$ cat src/verilog/usbc_pkg.sv
`default_nettype none
package usbc_pkg;
    // ---------------------------------------------------------------
    // Register indices (byte address is four times the index).
    // ---------------------------------------------------------------
    localparam int unsigned ADDR_W = 8;
    localparam logic [ADDR_W-1:0] IDX_GUARD   = 8'h00;
    localparam logic [ADDR_W-1:0] IDX_BASE1   = 8'h01;
    localparam logic [ADDR_W-1:0] IDX_BASE2   = 8'h02;
    localparam logic [ADDR_W-1:0] IDX_BASE3   = 8'h03;
    localparam logic [ADDR_W-1:0] IDX_CFG     = 8'h04;
    localparam logic [ADDR_W-1:0] IDX_PWR     = 8'h05;
    localparam logic [ADDR_W-1:0] IDX_STATUS  = 8'h06;
    localparam logic [ADDR_W-1:0] IDX_LIMIT   = 8'h07;

    // ---------------------------------------------------------------
    // Field layouts and reset values.
    // ---------------------------------------------------------------
    localparam logic [7:0]  RST_BYTE      = 8'h00;
    localparam logic [7:0]  BASE1_MASK    = 8'hfe;
    localparam logic [7:0]  CFG_MASK      = 8'hd9;
    localparam int unsigned CFG_EYE       = 7;
    localparam int unsigned CFG_OEMON     = 6;
    localparam int unsigned CFG_HALT_IDLE = 4;
    localparam int unsigned CFG_LS_ONLY   = 3;
    localparam int unsigned CFG_AUTO_SUSP = 0;
    localparam int unsigned PWR_SUSPEND   = 1;
    localparam int unsigned BASE_ALIGN_W  = 9;
    localparam logic [8:0]  BASE_ALIGN_Z  = 9'h000;

    // ---------------------------------------------------------------
    // Frame timing: 1 ms frame, 12 Mb/s byte time.
    // ---------------------------------------------------------------
    localparam int unsigned CLK_HZ          = 40000000;
    localparam int unsigned FRAME_US        = 1000;
    localparam int unsigned FRAME_CYC       = CLK_HZ / 1000000 * FRAME_US;
    localparam int unsigned BYTE_NS         = 667;
    localparam int unsigned CLK_NS          = 25;
    localparam int unsigned BYTE_CYC        = BYTE_NS / CLK_NS;
    localparam logic [15:0] ZERO16          = 16'h0000;
    localparam logic [15:0] ONE16           = 16'h0001;
endpackage
`default_nettype wire

$ cat src/verilog/usbc_sync.sv
`timescale 1ns/1ps
`default_nettype none
module usbc_sync
    import usbc_pkg::*;
#(
    parameter int unsigned W = 2
) (
    input  wire logic         sys_clk_i,
    input  wire logic         rst_b_i,
    input  wire logic [W-1:0] async_i,
    output logic      [W-1:0] sync_o
);
    logic [W-1:0] meta_ff;

    always_ff @(posedge sys_clk_i or negedge rst_b_i) begin
        if (!rst_b_i) begin
            meta_ff <= '0;
            sync_o  <= '0;
        end else begin
            meta_ff <= async_i;
            sync_o  <= meta_ff;
        end
    end
endmodule
`default_nettype wire

$ cat src/verilog/usbc_frame_timer.sv
`timescale 1ns/1ps
`default_nettype none
module usbc_frame_timer
    import usbc_pkg::*;
#(
    parameter int unsigned FRAME_CYCLES = FRAME_CYC
) (
    input  wire logic        sys_clk_i,
    input  wire logic        rst_b_i,
    input  wire logic        run_i,
    output logic             sof_o,
    output logic [15:0]      bytes_left_o
);
    // ---------------------------------------------------------------
    // Counts byte times left until the next frame start.
    // ---------------------------------------------------------------
    logic [15:0] cyc_ff;
    logic [15:0] sub_ff;
    localparam logic [15:0] FRAME_LAST = 16'(FRAME_CYCLES - 1);
    localparam logic [15:0] BYTE_LAST  = 16'(BYTE_CYC - 1);
    localparam logic [15:0] BYTES_PER  = 16'(FRAME_CYCLES / BYTE_CYC);

    always_ff @(posedge sys_clk_i or negedge rst_b_i) begin
        if (!rst_b_i) begin
            cyc_ff       <= ZERO16;
            sub_ff       <= ZERO16;
            bytes_left_o <= ZERO16;
            sof_o        <= 1'b0;
        end else if (!run_i) begin
            sof_o <= 1'b0;
        end else begin
            sof_o <= (cyc_ff == FRAME_LAST);
            if (cyc_ff == FRAME_LAST) begin
                cyc_ff       <= ZERO16;
                sub_ff       <= ZERO16;
                bytes_left_o <= BYTES_PER;
            end else begin
                cyc_ff <= cyc_ff + ONE16;
                if (sub_ff == BYTE_LAST) begin
                    sub_ff <= ZERO16;
                    if (bytes_left_o != ZERO16) begin
                        bytes_left_o <= bytes_left_o - ONE16;
                    end
                end else begin
                    sub_ff <= sub_ff + ONE16;
                end
            end
        end
    end
endmodule
`default_nettype wire

$ cat src/verilog/usbc_cfg_regs.sv
// How it works
// - Frame guard threshold is an 8-bit read/write field, reset zero.
// - First base register holds base bits 7..1 of its byte; bit 0 reads zero.
// - Second base register holds an 8-bit writable base field.
// - Third base register holds the uppermost 8-bit base field.
// - Table base is 32 bits, 512-byte aligned; low nine bits assumed zero.
// - Bits 31..8 (31..16 in the limit register) and unimplemented bits ignore writes and read zero.
// - Configuration bit 7 enables the eye-pattern test.
// - Configuration bit 6 lets the output-enable monitor mark driven intervals.
// - Configuration bit 4 stops the module while the device is idle.
// - Configuration bit 3 selects low-speed-only device operation.
// - Configuration bit 0 suspends the module automatically on sleep.
`timescale 1ns/1ps
`default_nettype none
module usbc_cfg_regs
    import usbc_pkg::*;
#(
    parameter int unsigned FRAME_CYCLES = FRAME_CYC
) (
    input  wire logic              sys_clk_i,
    input  wire logic              rst_b_i,
    input  wire logic [ADDR_W-1:0] addr_i,
    input  wire logic [31:0]       wdata_i,
    input  wire logic              wr_i,
    input  wire logic              rd_i,
    output logic      [31:0]       rdata_o,
    input  wire logic              idle_mode_i,
    input  wire logic              sleep_mode_i,
    input  wire logic              host_mode_i,
    input  wire logic              line_drive_i,
    input  wire logic              token_req_i,
    output logic                   token_go_o,
    output logic                   token_hold_o,
    output logic      [31:0]       table_base_o,
    output logic                   eye_pattern_test_en_o,
    output logic                   output_enable_monitor_o,
    output logic                   low_speed_only_device_o,
    output logic                   module_halted_o,
    output logic                   module_suspended_o,
    output logic                   usb_clk_en_o
);
    // ---------------------------------------------------------------
    // Register storage.
    // ---------------------------------------------------------------
    logic [7:0] frame_guard_threshold_ff;
    logic [7:0] table_base_low_field_ff;
    logic [7:0] table_base_high_field_ff;
    logic [7:0] table_base_upper_field_ff;
    logic [7:0] link_configuration_one_ff;
    logic [7:0] power_control_reg_ff;

    logic       idle_s;
    logic       sleep_s;
    logic       host_s;
    logic       drive_s;
    logic       sof;
    logic [15:0] bytes_left;
    logic       halted;
    logic       suspended;
    logic       guard_block;

    function automatic logic hit(input logic [ADDR_W-1:0] a, input logic [ADDR_W-1:0] idx);
        hit = (a == idx);
    endfunction

    // ---------------------------------------------------------------
    // Pin inputs pass two flip-flops.
    // ---------------------------------------------------------------
    usbc_sync #(
        .W (4)
    ) u_sync (
        .sys_clk_i (sys_clk_i),
        .rst_b_i   (rst_b_i),
        .async_i   ({idle_mode_i, sleep_mode_i, host_mode_i, line_drive_i}),
        .sync_o    ({idle_s, sleep_s, host_s, drive_s})
    );

    // ---------------------------------------------------------------
    // Register writes.
    // ---------------------------------------------------------------
    always_ff @(posedge sys_clk_i or negedge rst_b_i) begin
        if (!rst_b_i) begin
            frame_guard_threshold_ff <= RST_BYTE;
        end else if (wr_i && hit(addr_i, IDX_GUARD)) begin
            frame_guard_threshold_ff <= wdata_i[7:0];
        end
    end

    always_ff @(posedge sys_clk_i or negedge rst_b_i) begin
        if (!rst_b_i) begin
            table_base_low_field_ff   <= RST_BYTE;
            table_base_high_field_ff  <= RST_BYTE;
            table_base_upper_field_ff <= RST_BYTE;
        end else if (wr_i) begin
            if (hit(addr_i, IDX_BASE1)) begin
                table_base_low_field_ff <= wdata_i[7:0] & BASE1_MASK;
            end
            if (hit(addr_i, IDX_BASE2)) begin
                table_base_high_field_ff <= wdata_i[7:0];
            end
            if (hit(addr_i, IDX_BASE3)) begin
                table_base_upper_field_ff <= wdata_i[7:0];
            end
        end
    end

    always_ff @(posedge sys_clk_i or negedge rst_b_i) begin
        if (!rst_b_i) begin
            link_configuration_one_ff <= RST_BYTE;
            power_control_reg_ff      <= RST_BYTE;
        end else if (wr_i) begin
            if (hit(addr_i, IDX_CFG)) begin
                link_configuration_one_ff <= wdata_i[7:0] & CFG_MASK;
            end
            if (hit(addr_i, IDX_PWR)) begin
                power_control_reg_ff <= {6'h00, wdata_i[PWR_SUSPEND], 1'b0};
            end
        end
    end

    // ---------------------------------------------------------------
    // Operating state.
    // ---------------------------------------------------------------
    assign halted    = link_configuration_one_ff[CFG_HALT_IDLE] & idle_s;
    assign suspended = power_control_reg_ff[PWR_SUSPEND]
                     | (link_configuration_one_ff[CFG_AUTO_SUSP] & sleep_s);

    usbc_frame_timer #(
        .FRAME_CYCLES (FRAME_CYCLES)
    ) u_timer (
        .sys_clk_i    (sys_clk_i),
        .rst_b_i      (rst_b_i),
        .run_i        (host_s & ~halted & ~suspended),
        .sof_o        (sof),
        .bytes_left_o (bytes_left)
    );

    // Tokens are held off near frame start so they cannot collide with it.
    assign guard_block = host_s & (bytes_left < {8'h00, frame_guard_threshold_ff});

    always_ff @(posedge sys_clk_i or negedge rst_b_i) begin
        if (!rst_b_i) begin
            token_go_o   <= 1'b0;
            token_hold_o <= 1'b0;
        end else begin
            token_hold_o <= guard_block | halted | suspended;
            token_go_o   <= token_req_i & ~guard_block & ~halted & ~suspended & ~sof;
        end
    end

    always_ff @(posedge sys_clk_i or negedge rst_b_i) begin
        if (!rst_b_i) begin
            table_base_o <= 32'h00000000;
        end else begin
            table_base_o <= {table_base_upper_field_ff, table_base_high_field_ff,
                             table_base_low_field_ff[7:1], BASE_ALIGN_Z};
        end
    end

    always_ff @(posedge sys_clk_i or negedge rst_b_i) begin
        if (!rst_b_i) begin
            eye_pattern_test_en_o   <= 1'b0;
            output_enable_monitor_o <= 1'b0;
            low_speed_only_device_o <= 1'b0;
            module_halted_o         <= 1'b0;
            module_suspended_o      <= 1'b0;
            usb_clk_en_o            <= 1'b0;
        end else begin
            eye_pattern_test_en_o   <= link_configuration_one_ff[CFG_EYE];
            output_enable_monitor_o <= link_configuration_one_ff[CFG_OEMON] & drive_s;
            low_speed_only_device_o <= link_configuration_one_ff[CFG_LS_ONLY];
            module_halted_o         <= halted;
            module_suspended_o      <= suspended;
            usb_clk_en_o            <= ~suspended;
        end
    end

    // ---------------------------------------------------------------
    // Register reads: data stand in the cycle after the strobe.
    // ---------------------------------------------------------------
    always_ff @(posedge sys_clk_i or negedge rst_b_i) begin
        if (!rst_b_i) begin
            rdata_o <= 32'h00000000;
        end else if (rd_i) begin
            unique case (addr_i)
                IDX_GUARD:  rdata_o <= {24'h000000, frame_guard_threshold_ff};
                IDX_BASE1:  rdata_o <= {24'h000000, table_base_low_field_ff};
                IDX_BASE2:  rdata_o <= {24'h000000, table_base_high_field_ff};
                IDX_BASE3:  rdata_o <= {24'h000000, table_base_upper_field_ff};
                IDX_CFG:    rdata_o <= {24'h000000, link_configuration_one_ff};
                IDX_PWR:    rdata_o <= {24'h000000, power_control_reg_ff};
                IDX_STATUS: rdata_o <= {26'h0000000, host_s, sleep_s, idle_s, halted,
                                        suspended, guard_block};
                IDX_LIMIT:  rdata_o <= {16'h0000, bytes_left};
                default:    rdata_o <= 32'h00000000;
            endcase
        end else begin
            rdata_o <= 32'h00000000;
        end
    end
endmodule
`default_nettype wire

$ cat config.mk
export PLATFORM = sky130hd
export DESIGN_NAME = usbc_cfg_regs
export DESIGN_NICKNAME = d
export VERILOG_FILES = /design/src/verilog/usbc_pkg.sv /design/src/verilog/usbc_sync.sv /design/src/verilog/usbc_frame_timer.sv /design/src/verilog/usbc_cfg_regs.sv
export SDC_FILE = /design/constraint.sdc
export NUM_CORES = 1
export LEC_CHECK = 0
export BUFFER_PORTS_ARGS = -buffer_cell sky130_fd_sc_hd__buf_4
export CORE_MARGIN = 4
export CORE_UTILIZATION = 55
export CTS_BUF_LIST = sky130_fd_sc_hd__clkbuf_16
export DETAILED_ROUTE_END_ITERATION = 10
export PLACE_DENSITY = 0.79
export SLEW_MARGIN = 15
export SYNTH_ARGS = -nofsm -noshare
export SYNTH_HDL_FRONTEND = slang
export SYNTH_SLANG_ARGS = --single-unit
$ cat constraint.sdc
create_clock -name sys_clk_i -period 3.9 [get_ports sys_clk_i]
set_input_delay 0 -clock sys_clk_i [delete_from_list [all_inputs] [get_ports sys_clk_i]]
set_output_delay 0 -clock sys_clk_i [all_outputs]
set_load 0.02 [all_outputs]
==> flow_metrics.tcl, run 1 <==
set metrics [dict create \
    rsz0062_at_grt "false" \
    dr.first_iter.drc_count 478 \
    tritoncts "built" \
    die_area_mm2 0.0135 \
    timing.final.setup_violations 0 \
    post_synth_main_area_contributors "sky130_fd_sc_hd__dfrtp_1 (55%), sky130_fd_sc_hd__mux2_2 (6.8%), sky130_fd_sc_hd__buf_4 (3.0%), sky130_fd_sc_hd__nand2_1 (2.6%), sky130_fd_sc_hd__nor2_1 (2.4%)" \
    routedWlPerCell_um 17.5 \
    finalNetCount 726 \
    route.final.wire_length_um 14400 \
    grt_pass1_vias 4705 \
    area_share_of_the_largest_cell_type_after_synthesis_pct 54.8 \
    ir_drop_v 0.000531 \
    routabilityCongestion 0.920 \
    grt_max_degree 109 \
    post-route-min-period_ns 2.65 \
    routed-via-count 4764 \
    flow.area_growth_from_synthesis_pct 20.4 \
    reg2reg_from "u_timer.sub_ff[1]" \
    post_cts_sizing_count 0 \
    stdcell_area_mm2 0.00775 \
    outcome "completed" \
    sw_frac_of_total_pct 27.9 \
    clkSinkCount 141 \
    yosys.cell_types.count 65 \
    ys.flop_type "sky130_fd_sc_hd__dfrtp_1" \
    worstSetupPathDepth 7 \
    crit_chain "inv_1 > ha_1 > nor4b_1 > and4_1 > o21ai_1 > o311a_1 > a221o_1" \
    critPathBufInv 1 \
    dpl_cell_area_mm2 0.00700 \
    antenna_cells 0 \
    drv_cap 0 \
    synthCells 575 \
    final_common_cell "sky130_fd_sc_hd__dfrtp_1" \
    die_x_um 116 \
    power.total_uw 3530 \
    ys_ff_latch 141 \
    io_buffer_count 71 \
    cts_made_buffers 17 \
    clk_pin_slew_worst_paths_ns 0.06 \
    critPathMaxStageDelay_ns 0.51 \
    viasPerCell 5.80 \
    hpwlAfterDp_um 9770 \
    drive_gt1_share_pct 23.0 \
    share_of_flip_flops_with_an_asynchronous_set_or_reset_pct 100 \
    ctsHoldBuffers 18 \
    post-route-period-util_pct 67.8 \
    rrSetupSlack_ns 1.25 \
    number_of_failing_hold_endpoints_at_the_final_stage 0 \
    total_switching_power_uw 984 \
    drt_first_pass_iters 5 \
    tightestPinTransition_ns 0.946 \
    crit_arrival_ns 2.95 \
    regToRegEndpoint "u_timer.bytes_left_o[14]" \
    io_pins 121 \
    rr_worst_depth 7 \
    synthDominantAreaCellType "sky130_fd_sc_hd__dfrtp_1" \
    fin_worst_skew_ns 0.00829 \
    comb_power_share_pct 9.8 \
    clock_latency_ns 0.43 \
    power.density_cell_area_mw_per_mm2 455 \
    maxSlewViolCount 0 \
    total_congestion_overflow 0 \
    cts.repair_timing.setup_buffer_count 0 \
    p_int_uw 2550 \
    power_leakage_uw 0.00382 \
    timing_worst_setup_path_type "reg2reg" \
    drcViolationCount 0 \
    critical_path.slowest_cell "sky130_fd_sc_hd__and4_1" \
    syn-cell-area_mm2 0.00644 \
    fin_setup_tns_ns 0 \
    post_synth.cell_area_avg_um2 11.2 \
    layout_common_cells "sky130_fd_sc_hd__dfrtp_1 (141), sky130_fd_sc_hd__buf_4 (73), sky130_fd_sc_hd__nand2_1 (44), sky130_fd_sc_hd__nor2_1 (42), sky130_fd_sc_hd__mux2_2 (39)" \
    worstHoldPathCells 4 \
    die_height_um 116 \
    grt_pass1_wl_um 24000 \
    synth.yosys.warnings 0 \
    worst_hold_endpoint "rdata_o[3]" \
    max-clock-path-buffers 2 \
    antenna_found_initial 0 \
    antenna_left 0 \
    sort_of_element_at_the_start_of_the_critical_path "flop" \
    min_path_type "in2reg" \
    track_usage_pct 22.9 \
    synth_seq_area_share_pct 54.8 \
    relSlewSlack_pct 36.9 \
    setup.worst_path.end_class "flop" \
    effective_utilization_at_floorplan_pct 56.4 \
    htree_num_levels 4 \
    min-delay-start "addr_i[7]" \
    design.core.area_mm2 0.0114 \
    fmaxAchievable_mhz 378 \
    critical_path.max_fanout 14 \
    cts_root_buffer "sky130_fd_sc_hd__clkbuf_16" \
    cp_data_required_time_ns 4.21 \
    synth_edf_count 0 \
    pwr-share-clk_pct 43.7 \
    critical_path.top_delay_family "compound AO/OA/AOI/OAI gates" \
    reg_power_share_pct 46.6 \
    floorplan.rows 39 \
]
synthesized netlist by cell type (all sizes together), types with 9 or more instances:
cell    instances
dfrtp         141
nand2          44
nor2           42
mux2           39
buf            31
nand3          31
o21ai          20
inv            19
and3           16
nand4          16
clkbuf         13
or4            13
nor3           12
ha             11
xor2           11
a21oi           9
mux2i           9
o211ai          9
xnor2           9
worst reg2reg max path, cell delays in order, from the launching register on:
cell,delay [ns]
sky130_fd_sc_hd__dfrtp_1,0.41
sky130_fd_sc_hd__inv_1,0.08
sky130_fd_sc_hd__ha_1,0.14
sky130_fd_sc_hd__nor4b_1,0.25
sky130_fd_sc_hd__and4_1,0.51
sky130_fd_sc_hd__o21ai_1,0.43
sky130_fd_sc_hd__o311a_1,0.45
sky130_fd_sc_hd__a221o_1,0.25
sequential cells by signal, indices dropped and copies added (netlist names), 4 cells and up:
name / count
table_base_low_field_ff: 7
rdata_o: 16
u_sync.meta_ff: 4
frame_guard_threshold_ff: 8
u_timer.bytes_left_o: 16
u_timer.sub_ff: 16
link_configuration_one_ff: 5
u_timer.cyc_ff: 16
table_base_upper_field_ff: 8
u_sync.sync_o: 4
table_base_o: 23
table_base_high_field_ff: 8
routing by layer:
| metal | vias to the layer above | track usage (%) | share of wire [%] |
|---|---|---|---|
| li1 | 2215 | - | - |
| met1 | 2369 | 30.6 | 43 |
| met2 | 154 | 36.7 | 49 |
| met3 | 26 | 5.54 | 6.3 |
| met4 | 0 | 8.43 | 1.8 |
| met5 | - | 0 | 0 |
power groups by stage:
| stage | clock network [µW] | logic [µW] | registers, µW |
|---|---|---|---|
| global route | 1640 | 383 | 1660 |
| finish | 1540 | 345 | 1640 |
| floorplan | 0 | 204 | 1670 |
| global placement | 0 | 317 | 1660 |
| CTS | 1560 | 347 | 1640 |
| detailed placement | 0 | 331 | 1670 |
logic make-up (layout without fill, tap and decap cells):
| group | count (synthesis) | after routing | synth area share, % |
|---|---|---|---|
| other | 1 | 25 | 0.0582 |
| DFF | 141 | 141 | 54.8 |
| muxes | 49 | 49 | 8.57 |
| buffers and inverters | 63 | 143 | 5.25 |
| AOI/OAI and AO/OA | 75 | 75 | 8.10 |
| and+or+nand+nor | 215 | 215 | 18.4 |
| adders and majority gates | 11 | 11 | 2.14 |
| xor gates and xnor gates | 20 | 20 | 2.72 |
layout make-up:
class / count / area, µm²
flip-flops and latches: 141 / 3530
inverters: 19 / 71.3
multi-input cells: 395 / 2660
fillers: 859 / 3660
clock inverters: 15 / 149
repair buffers: 92 / 739
clock buffers: 17 / 425
well taps: 143 / 179
worst max path at each step:
| stage | from | to | slack, ns |
|---|---|---|---|
| after floorplan | u_timer.cyc_ff[6] | u_timer.bytes_left_o[14] | 1.89 |
| after global routing | u_timer.sub_ff[1] | u_timer.bytes_left_o[14] | 1.06 |
| final | u_timer.sub_ff[1] | u_timer.bytes_left_o[14] | 1.25 |
| after global placement | u_timer.sub_ff[1] | u_timer.bytes_left_o[14] | 1.43 |
| after detailed placement | u_timer.sub_ff[1] | u_timer.bytes_left_o[14] | 1.29 |
| after CTS | u_timer.sub_ff[1] | u_timer.bytes_left_o[14] | 1.30 |
metrics by stage:
stage                     worst slack [ns]  utilization (%)  hold WS (ns)  std cells
after floorplan                       1.89                -        -0.296        599
after global placement                1.43             61.3         0.110        772
after detailed placement              1.29             61.3         0.111        772
after CTS                             1.30             67.9        0.0181        822
after global routing                  1.06             67.9        0.0492        822
final                                 1.25             67.9        0.0425        822
Power figures use the tool's default switching activity.
==> run 2: changes to the inputs <==
Settings changed: ABC_AREA from default to 1, PLACE_DENSITY 0.79 to 0.78.
Clock period 3.9 ns to 2.5 ns, I/O delays scaled along.
==> flow_metrics.tcl, run 2 <==
set metrics [dict create \
    maxSlewViolCount 0 \
    power_leakage_uw 0.00421 \
    post_cts_sizing_count 0 \
    viasPerCell 5.19 \
    timing_worst_setup_path_type "reg2reg" \
    tritoncts "built" \
    p_int_uw 3870 \
    fin_setup_tns_ns 0 \
    design.core.area_mm2 0.0126 \
    number_of_failing_hold_endpoints_at_the_final_stage 0 \
    clkSinkCount 141 \
    drt_first_pass_iters 5 \
    grt_pass1_vias 5499 \
    routabilityCongestion 0.936 \
    sw_frac_of_total_pct 25.2 \
    arithmetic_cell_share_of_the_synthesized_area_counting_full_adders_half_adders_and_majority_gates_pct 1.94 \
    timing.final.setup_violations 0 \
    dpl_cell_area_mm2 0.00770 \
    power.total_uw 5170 \
    track_usage_pct 23.2 \
    hpwlAfterDp_um 11400 \
    synth_top_family_by_area "simple AND/OR/NAND/NOR gates" \
    fillerInstances 1077 \
    ff_latch_area_mm2 0.00353 \
    drive_gt1_share_pct 18.5 \
    clock_latency_ns 0.43 \
    grt_max_degree 63 \
    antenna_found_initial 0 \
    setup.worst_path.end_class "flop" \
    htree_num_levels 4 \
    die_area_mm2 0.0148 \
    ys_ff_latch 141 \
    flow.area_growth_from_synthesis_pct 18.8 \
    cp_data_required_time_ns 2.85 \
    antenna_left 0 \
    floorplan.rows 41 \
    layout_common_cells "sky130_fd_sc_hd__nand2_1 (179), sky130_fd_sc_hd__dfrtp_1 (141), sky130_fd_sc_hd__nor2_1 (103), sky130_fd_sc_hd__inv_1 (100)" \
    min-delay-start "addr_i[2]" \
    largest_register "table_base_o" \
    pwr-share-clk_pct 45.5 \
    rr_worst_depth 10 \
    share_of_flip_flops_with_an_asynchronous_set_or_reset_pct 100 \
    clk_pin_slew_worst_paths_ns 0.06 \
    io_buffer_count 71 \
    antenna_cells 0 \
    synth_top_cells_by_count "sky130_fd_sc_hd__nand2_1 (179), sky130_fd_sc_hd__dfrtp_1 (141), sky130_fd_sc_hd__nor2_1 (103)" \
    synth_most_common_cell "sky130_fd_sc_hd__nand2_1" \
    ys.flop_type "sky130_fd_sc_hd__dfrtp_1" \
    max-clock-path-buffers 2 \
    total_switching_power_uw 1310 \
    synthCells 862 \
    die_x_um 122 \
    total_congestion_overflow 0 \
    worstHoldPathCells 4 \
    reg2reg_from "u_timer.bytes_left_o[0]" \
    routedWlPerCell_um 14.0 \
    relSlewSlack_pct 59.7 \
    routed-via-count 5933 \
    post-route-period-util_pct 85.5 \
    yosys.cell_types.count 36 \
    ir_drop_v 0.000498 \
    post_synth_main_area_contributors "sky130_fd_sc_hd__dfrtp_1 (50%), sky130_fd_sc_hd__nand2_1 (9.5%), sky130_fd_sc_hd__nor2_1 (5.4%), sky130_fd_sc_hd__nand3_1 (5.2%), sky130_fd_sc_hd__inv_1 (5.2%)" \
    fmaxAchievable_mhz 468 \
    syn-cell-area_mm2 0.00710 \
    synth_simple_gate_area_share_pct 28.9 \
    crit_path_start "u_timer.bytes_left_o[0]" \
    die_height_um 122 \
    comb_power_share_pct 7.5 \
    dr.first_iter.drc_count 511 \
    io_pins 121 \
    drcViolationCount 0 \
    final_common_cell "sky130_fd_sc_hd__nand2_1" \
    synth_seq_area_share_pct 49.7 \
    sort_of_element_at_the_start_of_the_critical_path "flop" \
    outcome "completed" \
    post_synth.cell_area_avg_um2 8.24 \
    drv_cap 0 \
    synth.mux.area_fraction_pct 0.141 \
    post-route-min-period_ns 2.14 \
    cts_root_buffer "sky130_fd_sc_hd__clkbuf_16" \
    critical_path.max_fanout 31 \
    effective_utilization_at_floorplan_pct 56.3 \
    tightestPinTransition_ns 0.603 \
    crit_arrival_ns 2.49 \
    reg_power_share_pct 47.0 \
    power.density_cell_area_mw_per_mm2 613 \
    fin_worst_skew_ns 0.00473 \
    rsz0062_at_grt "false" \
    multi_input_area_mm2 0.00297 \
    synth_edf_count 0 \
    finalNetCount 1019 \
    synth.yosys.warnings 0 \
    area_share_of_the_largest_cell_type_after_synthesis_pct 49.7 \
    synthDominantAreaCellType "sky130_fd_sc_hd__dfrtp_1" \
    post_synthesis_share_of_cell_area_spent_on_xor_and_xnor_gates_pct 0.863 \
    largest_reg_flops 23 \
    stdcell_area_mm2 0.00844 \
    route.final.wire_length_um 16000 \
    cts_made_buffers 17 \
    min_path_type "in2reg" \
    synth_compound_gate_area_share_pct 8.61 \
    grt_pass1_wl_um 26700 \
]
==> run 2: logic make-up after synthesis <==
kind of cell,count (synthesis)
adder cells (fa/ha/maj),11
flip-flops,141
AND/OR/NAND/NOR,445
AO/OA/AOI/OAI,108
other,1
buffers and inverters,148
multiplexers,1
XOR/XNOR,7
==> run 2: worst paths after layout <==
kind | end | slack, ns
max | u_timer.bytes_left_o[0] | 0.36
min | power_control_reg_ff[1] | 0.03
max reg2reg | u_timer.bytes_left_o[0] | 0.36
min reg2reg | u_sync.sync_o[0] | 0.35
max in group asynchronous | u_timer.cyc_ff[14] | 1.69
min in group asynchronous | table_base_o[17] | 0.08
==> run 2: what timing repair did <==
action,in CTS,in global routing
hold buffers,19,0
buffers inserted,0,0
endpoints found under the hold margin,157,0
==> run 2: cell type report <==
class | count | share of cell area (%)
timing repair buffer | 95 | 9.20
clock inverter | 15 | 1.51
multi-input combinational | 597 | 35.1
inverter | 107 | 4.77
clock buffer | 17 | 5.04
sequential | 141 | 41.8
tap | 172 | 2.55
==> run 2: per-layer routing <==
layer | up-vias | global-route usage, % | routed length (µm)
li1 | 2919 | - | -
met1 | 2815 | 32.4 | 7070
met2 | 173 | 34.9 | 7590
met3 | 26 | 6.04 | 997
met4 | 0 | 8.89 | 316
met5 | - | 0 | 0
==> run 2: worst max-delay path, stage by stage, from the launching register on <==
cell and delay [ns]:
sky130_fd_sc_hd__dfrtp_1 0.43, sky130_fd_sc_hd__inv_1 0.17, sky130_fd_sc_hd__ha_1 0.28, sky130_fd_sc_hd__nand2_1 0.12, sky130_fd_sc_hd__nor2_4 0.14, sky130_fd_sc_hd__nand2_1 0.10, sky130_fd_sc_hd__nor2_2 0.15, sky130_fd_sc_hd__nand2_2 0.08
sky130_fd_sc_hd__nand3_4 0.38, sky130_fd_sc_hd__nand2_1 0.12, sky130_fd_sc_hd__o21ai_2 0.08
==> run 2: through the flow <==
stage	hold WS, ns	std cells	util (%)	setup slack [ns]
2_1_floorplan	-0.296	886	-	0.859
3_3_place_gp	-0.0222	1093	61.0	0.453
3_5_place_dp	-0.0230	1093	61.0	0.396
4_1_cts	0.00564	1144	66.9	0.359
5_1_grt	0.0865	1144	66.9	0.146
6_report	0.0251	1144	66.9	0.361
==> run 2: power by group through the flow <==
stage / combinational [µW] / sequential (µW) / clock [µW]
floorplan: 198 / 2490 / 0
global placement: 361 / 2470 / 0
detailed placement: 369 / 2470 / 0
CTS: 393 / 2430 / 2390
global route: 434 / 2440 / 2490
finish: 390 / 2430 / 2350
==> run 3: changes to the inputs <==
Settings changed: CAP_MARGIN from default to 5, CORE_UTILIZATION 55 to 51, PLACE_DENSITY 0.78 to 0.76.
Clock period 2.5 ns to 1.77 ns, I/O delays scaled along.
==> flow_metrics.tcl, run 3 (synthesized netlist as in run 2, its figures left out) <==
set metrics [dict create \
    outcome "completed" \
    min_path_type "in2reg" \
    worst_slack_ns 0.130 \
    grt_pass1_vias 5659 \
    die_x_um 126 \
    hpwlAfterDp_um 11700 \
    crit_path_start "addr_i[7]" \
    worstHoldPathCells 5 \
    largest_register "table_base_o" \
    antenna_left 0 \
    ff_latch_area_mm2 0.00353 \
    die_height_um 126 \
    antenna_cells 0 \
    io_buffer_count 71 \
    drive_gt1_share_pct 20.2 \
    critical_path.max_fanout 21 \
    clock_latency_ns 0.42 \
    grt_pass1_wl_um 27500 \
    hold_slack_final_ns 0.0512 \
    dr.first_iter.drc_count 578 \
    viasPerCell 5.12 \
    min-delay-start "addr_i[2]" \
    ir_drop_v 0.000728 \
    cts_root_buffer "sky130_fd_sc_hd__clkbuf_16" \
    cts_made_buffers 17 \
    drv_cap 0 \
    routabilityCongestion 0.890 \
    multi_input_area_mm2 0.00297 \
    fillerInstances 1131 \
    die_area_mm2 0.0159 \
    timing_worst_setup_path_type "in2reg" \
    rrSetupSlack_ns 0.14 \
    design.core.area_mm2 0.0135 \
    clk_pin_slew_worst_paths_ns 0.06 \
    cts.repair_timing.setup_buffer_count 0 \
    total_congestion_overflow 0 \
    setup.worst_path.end_class "flop" \
    htree_num_levels 4 \
    drcViolationCount 0 \
    largest_reg_flops 23 \
    relSlewSlack_pct 65.9 \
    rr_worst_depth 8 \
    number_of_failing_hold_endpoints_at_the_final_stage 0 \
    power.density_cell_area_mw_per_mm2 842 \
    fin_setup_tns_ns 0 \
    max-clock-path-buffers 2 \
    routed-via-count 5999 \
    fin_worst_skew_ns 0.00456 \
    final_common_cell "sky130_fd_sc_hd__nand2_1" \
    fmaxAchievable_mhz 610 \
    placement.setup.worst_slack_ns 0.154 \
    clkSinkCount 141 \
    floorplan.rows 42 \
    grt_max_degree 55 \
    post-route-min-period_ns 1.64 \
    finalNetCount 1042 \
    routedWlPerCell_um 14.1 \
    tightestPinTransition_ns 0.512 \
    sort_of_element_at_the_start_of_the_critical_path "primary input" \
    post-route-period-util_pct 92.7 \
    cp_data_required_time_ns 2.09 \
    effective_utilization_at_floorplan_pct 52.8 \
    rsz0062_at_grt "false" \
    tritoncts "built" \
    reg2reg_from "u_timer.bytes_left_o[7]" \
    layout_common_cells "sky130_fd_sc_hd__nand2_1 (179), sky130_fd_sc_hd__dfrtp_1 (140), sky130_fd_sc_hd__nor2_1 (103), sky130_fd_sc_hd__inv_1 (99), sky130_fd_sc_hd__buf_4 (90)" \
    route.final.wire_length_um 16500 \
    power_leakage_uw 0.00436 \
    io_pins 121 \
    maxSlewViolCount 0 \
    antenna_found_initial 0 \
    track_usage_pct 21.5 \
    drt_first_pass_iters 5 \
    timing.final.setup_violations 0 \
    flow.area_growth_from_synthesis_pct 22.3 \
    crit_arrival_ns 1.96 \
]
-- run 3: cell count changes in the layout (fill, tap and decap cells not counted), sizes merged --
cell	before	now
buf	76	97
clkbuf	17	18
clkinvlp	3	1
inv	109	111
dlygate4sd3	19	20
-- run 3: worst paths after layout --
check | end
max | rdata_o[3]
min | power_control_reg_ff[1]
max reg2reg | token_go_o
min reg2reg | u_sync.sync_o[0]
max in group asynchronous | frame_guard_threshold_ff[6]
min in group asynchronous | table_base_o[26]
-- run 3: report_power, final --
part	leakage [µW]	switching [µW]	internal, µW	total [µW]
clock	0.000272	1390	1920	3310
sequential	0.00189	86.2	3350	3430
combinational	0.00219	361	211	573
-- run 3: metrics by stage --
step	utilization (%)	total power [µW]	cell area [µm²]	instances
after CTS	64.4	7370	8660	1170
final	64.6	7320	8690	1171
after detailed placement	58.8	4030	7910	1118
after floorplan	-	3800	7190	886
after global routing	64.6	7600	8690	1171
after global placement	58.8	4010	7910	1118
-- run 3: final cells by class --
class	count	area share (%)
clock inverters	15	1.43
clock buffers	17	4.89
multi-input cells	597	34.1
inverters	107	4.65
repair buffers	118	11.8
flip-flops and latches	141	40.6
well taps	176	2.53
-- run 3: per-layer routing --
layer,vias up,part of all wire (%),GRT usage (%)
met5,-,0,0
met4,0,1.8,6.94
met3,25,6.1,5.50
met2,193,47,32.7
met1,2837,45,30.4
li1,2944,-,-
-- run 3: what timing repair did --
item                       4_1_cts  5_1_grt
setup endpoints to repair        0        8
hold buffers                    20        0
resized for setup                0        3
hold endpoints to repair       184        0
-- run 3: critical path, stage by stage --
cell and delay (ns):
sky130_fd_sc_hd__dlygate4sd3_1 0.54, sky130_fd_sc_hd__buf_4 0.13, sky130_fd_sc_hd__nor2_2 0.17, sky130_fd_sc_hd__nand2_2 0.15, sky130_fd_sc_hd__inv_4 0.22, sky130_fd_sc_hd__nand2_1 0.17
sky130_fd_sc_hd__inv_1 0.13, sky130_fd_sc_hd__nand2_1 0.06, sky130_fd_sc_hd__nand2_1 0.08, sky130_fd_sc_hd__nor2_1 0.05, sky130_fd_sc_hd__a21oi_1 0.23
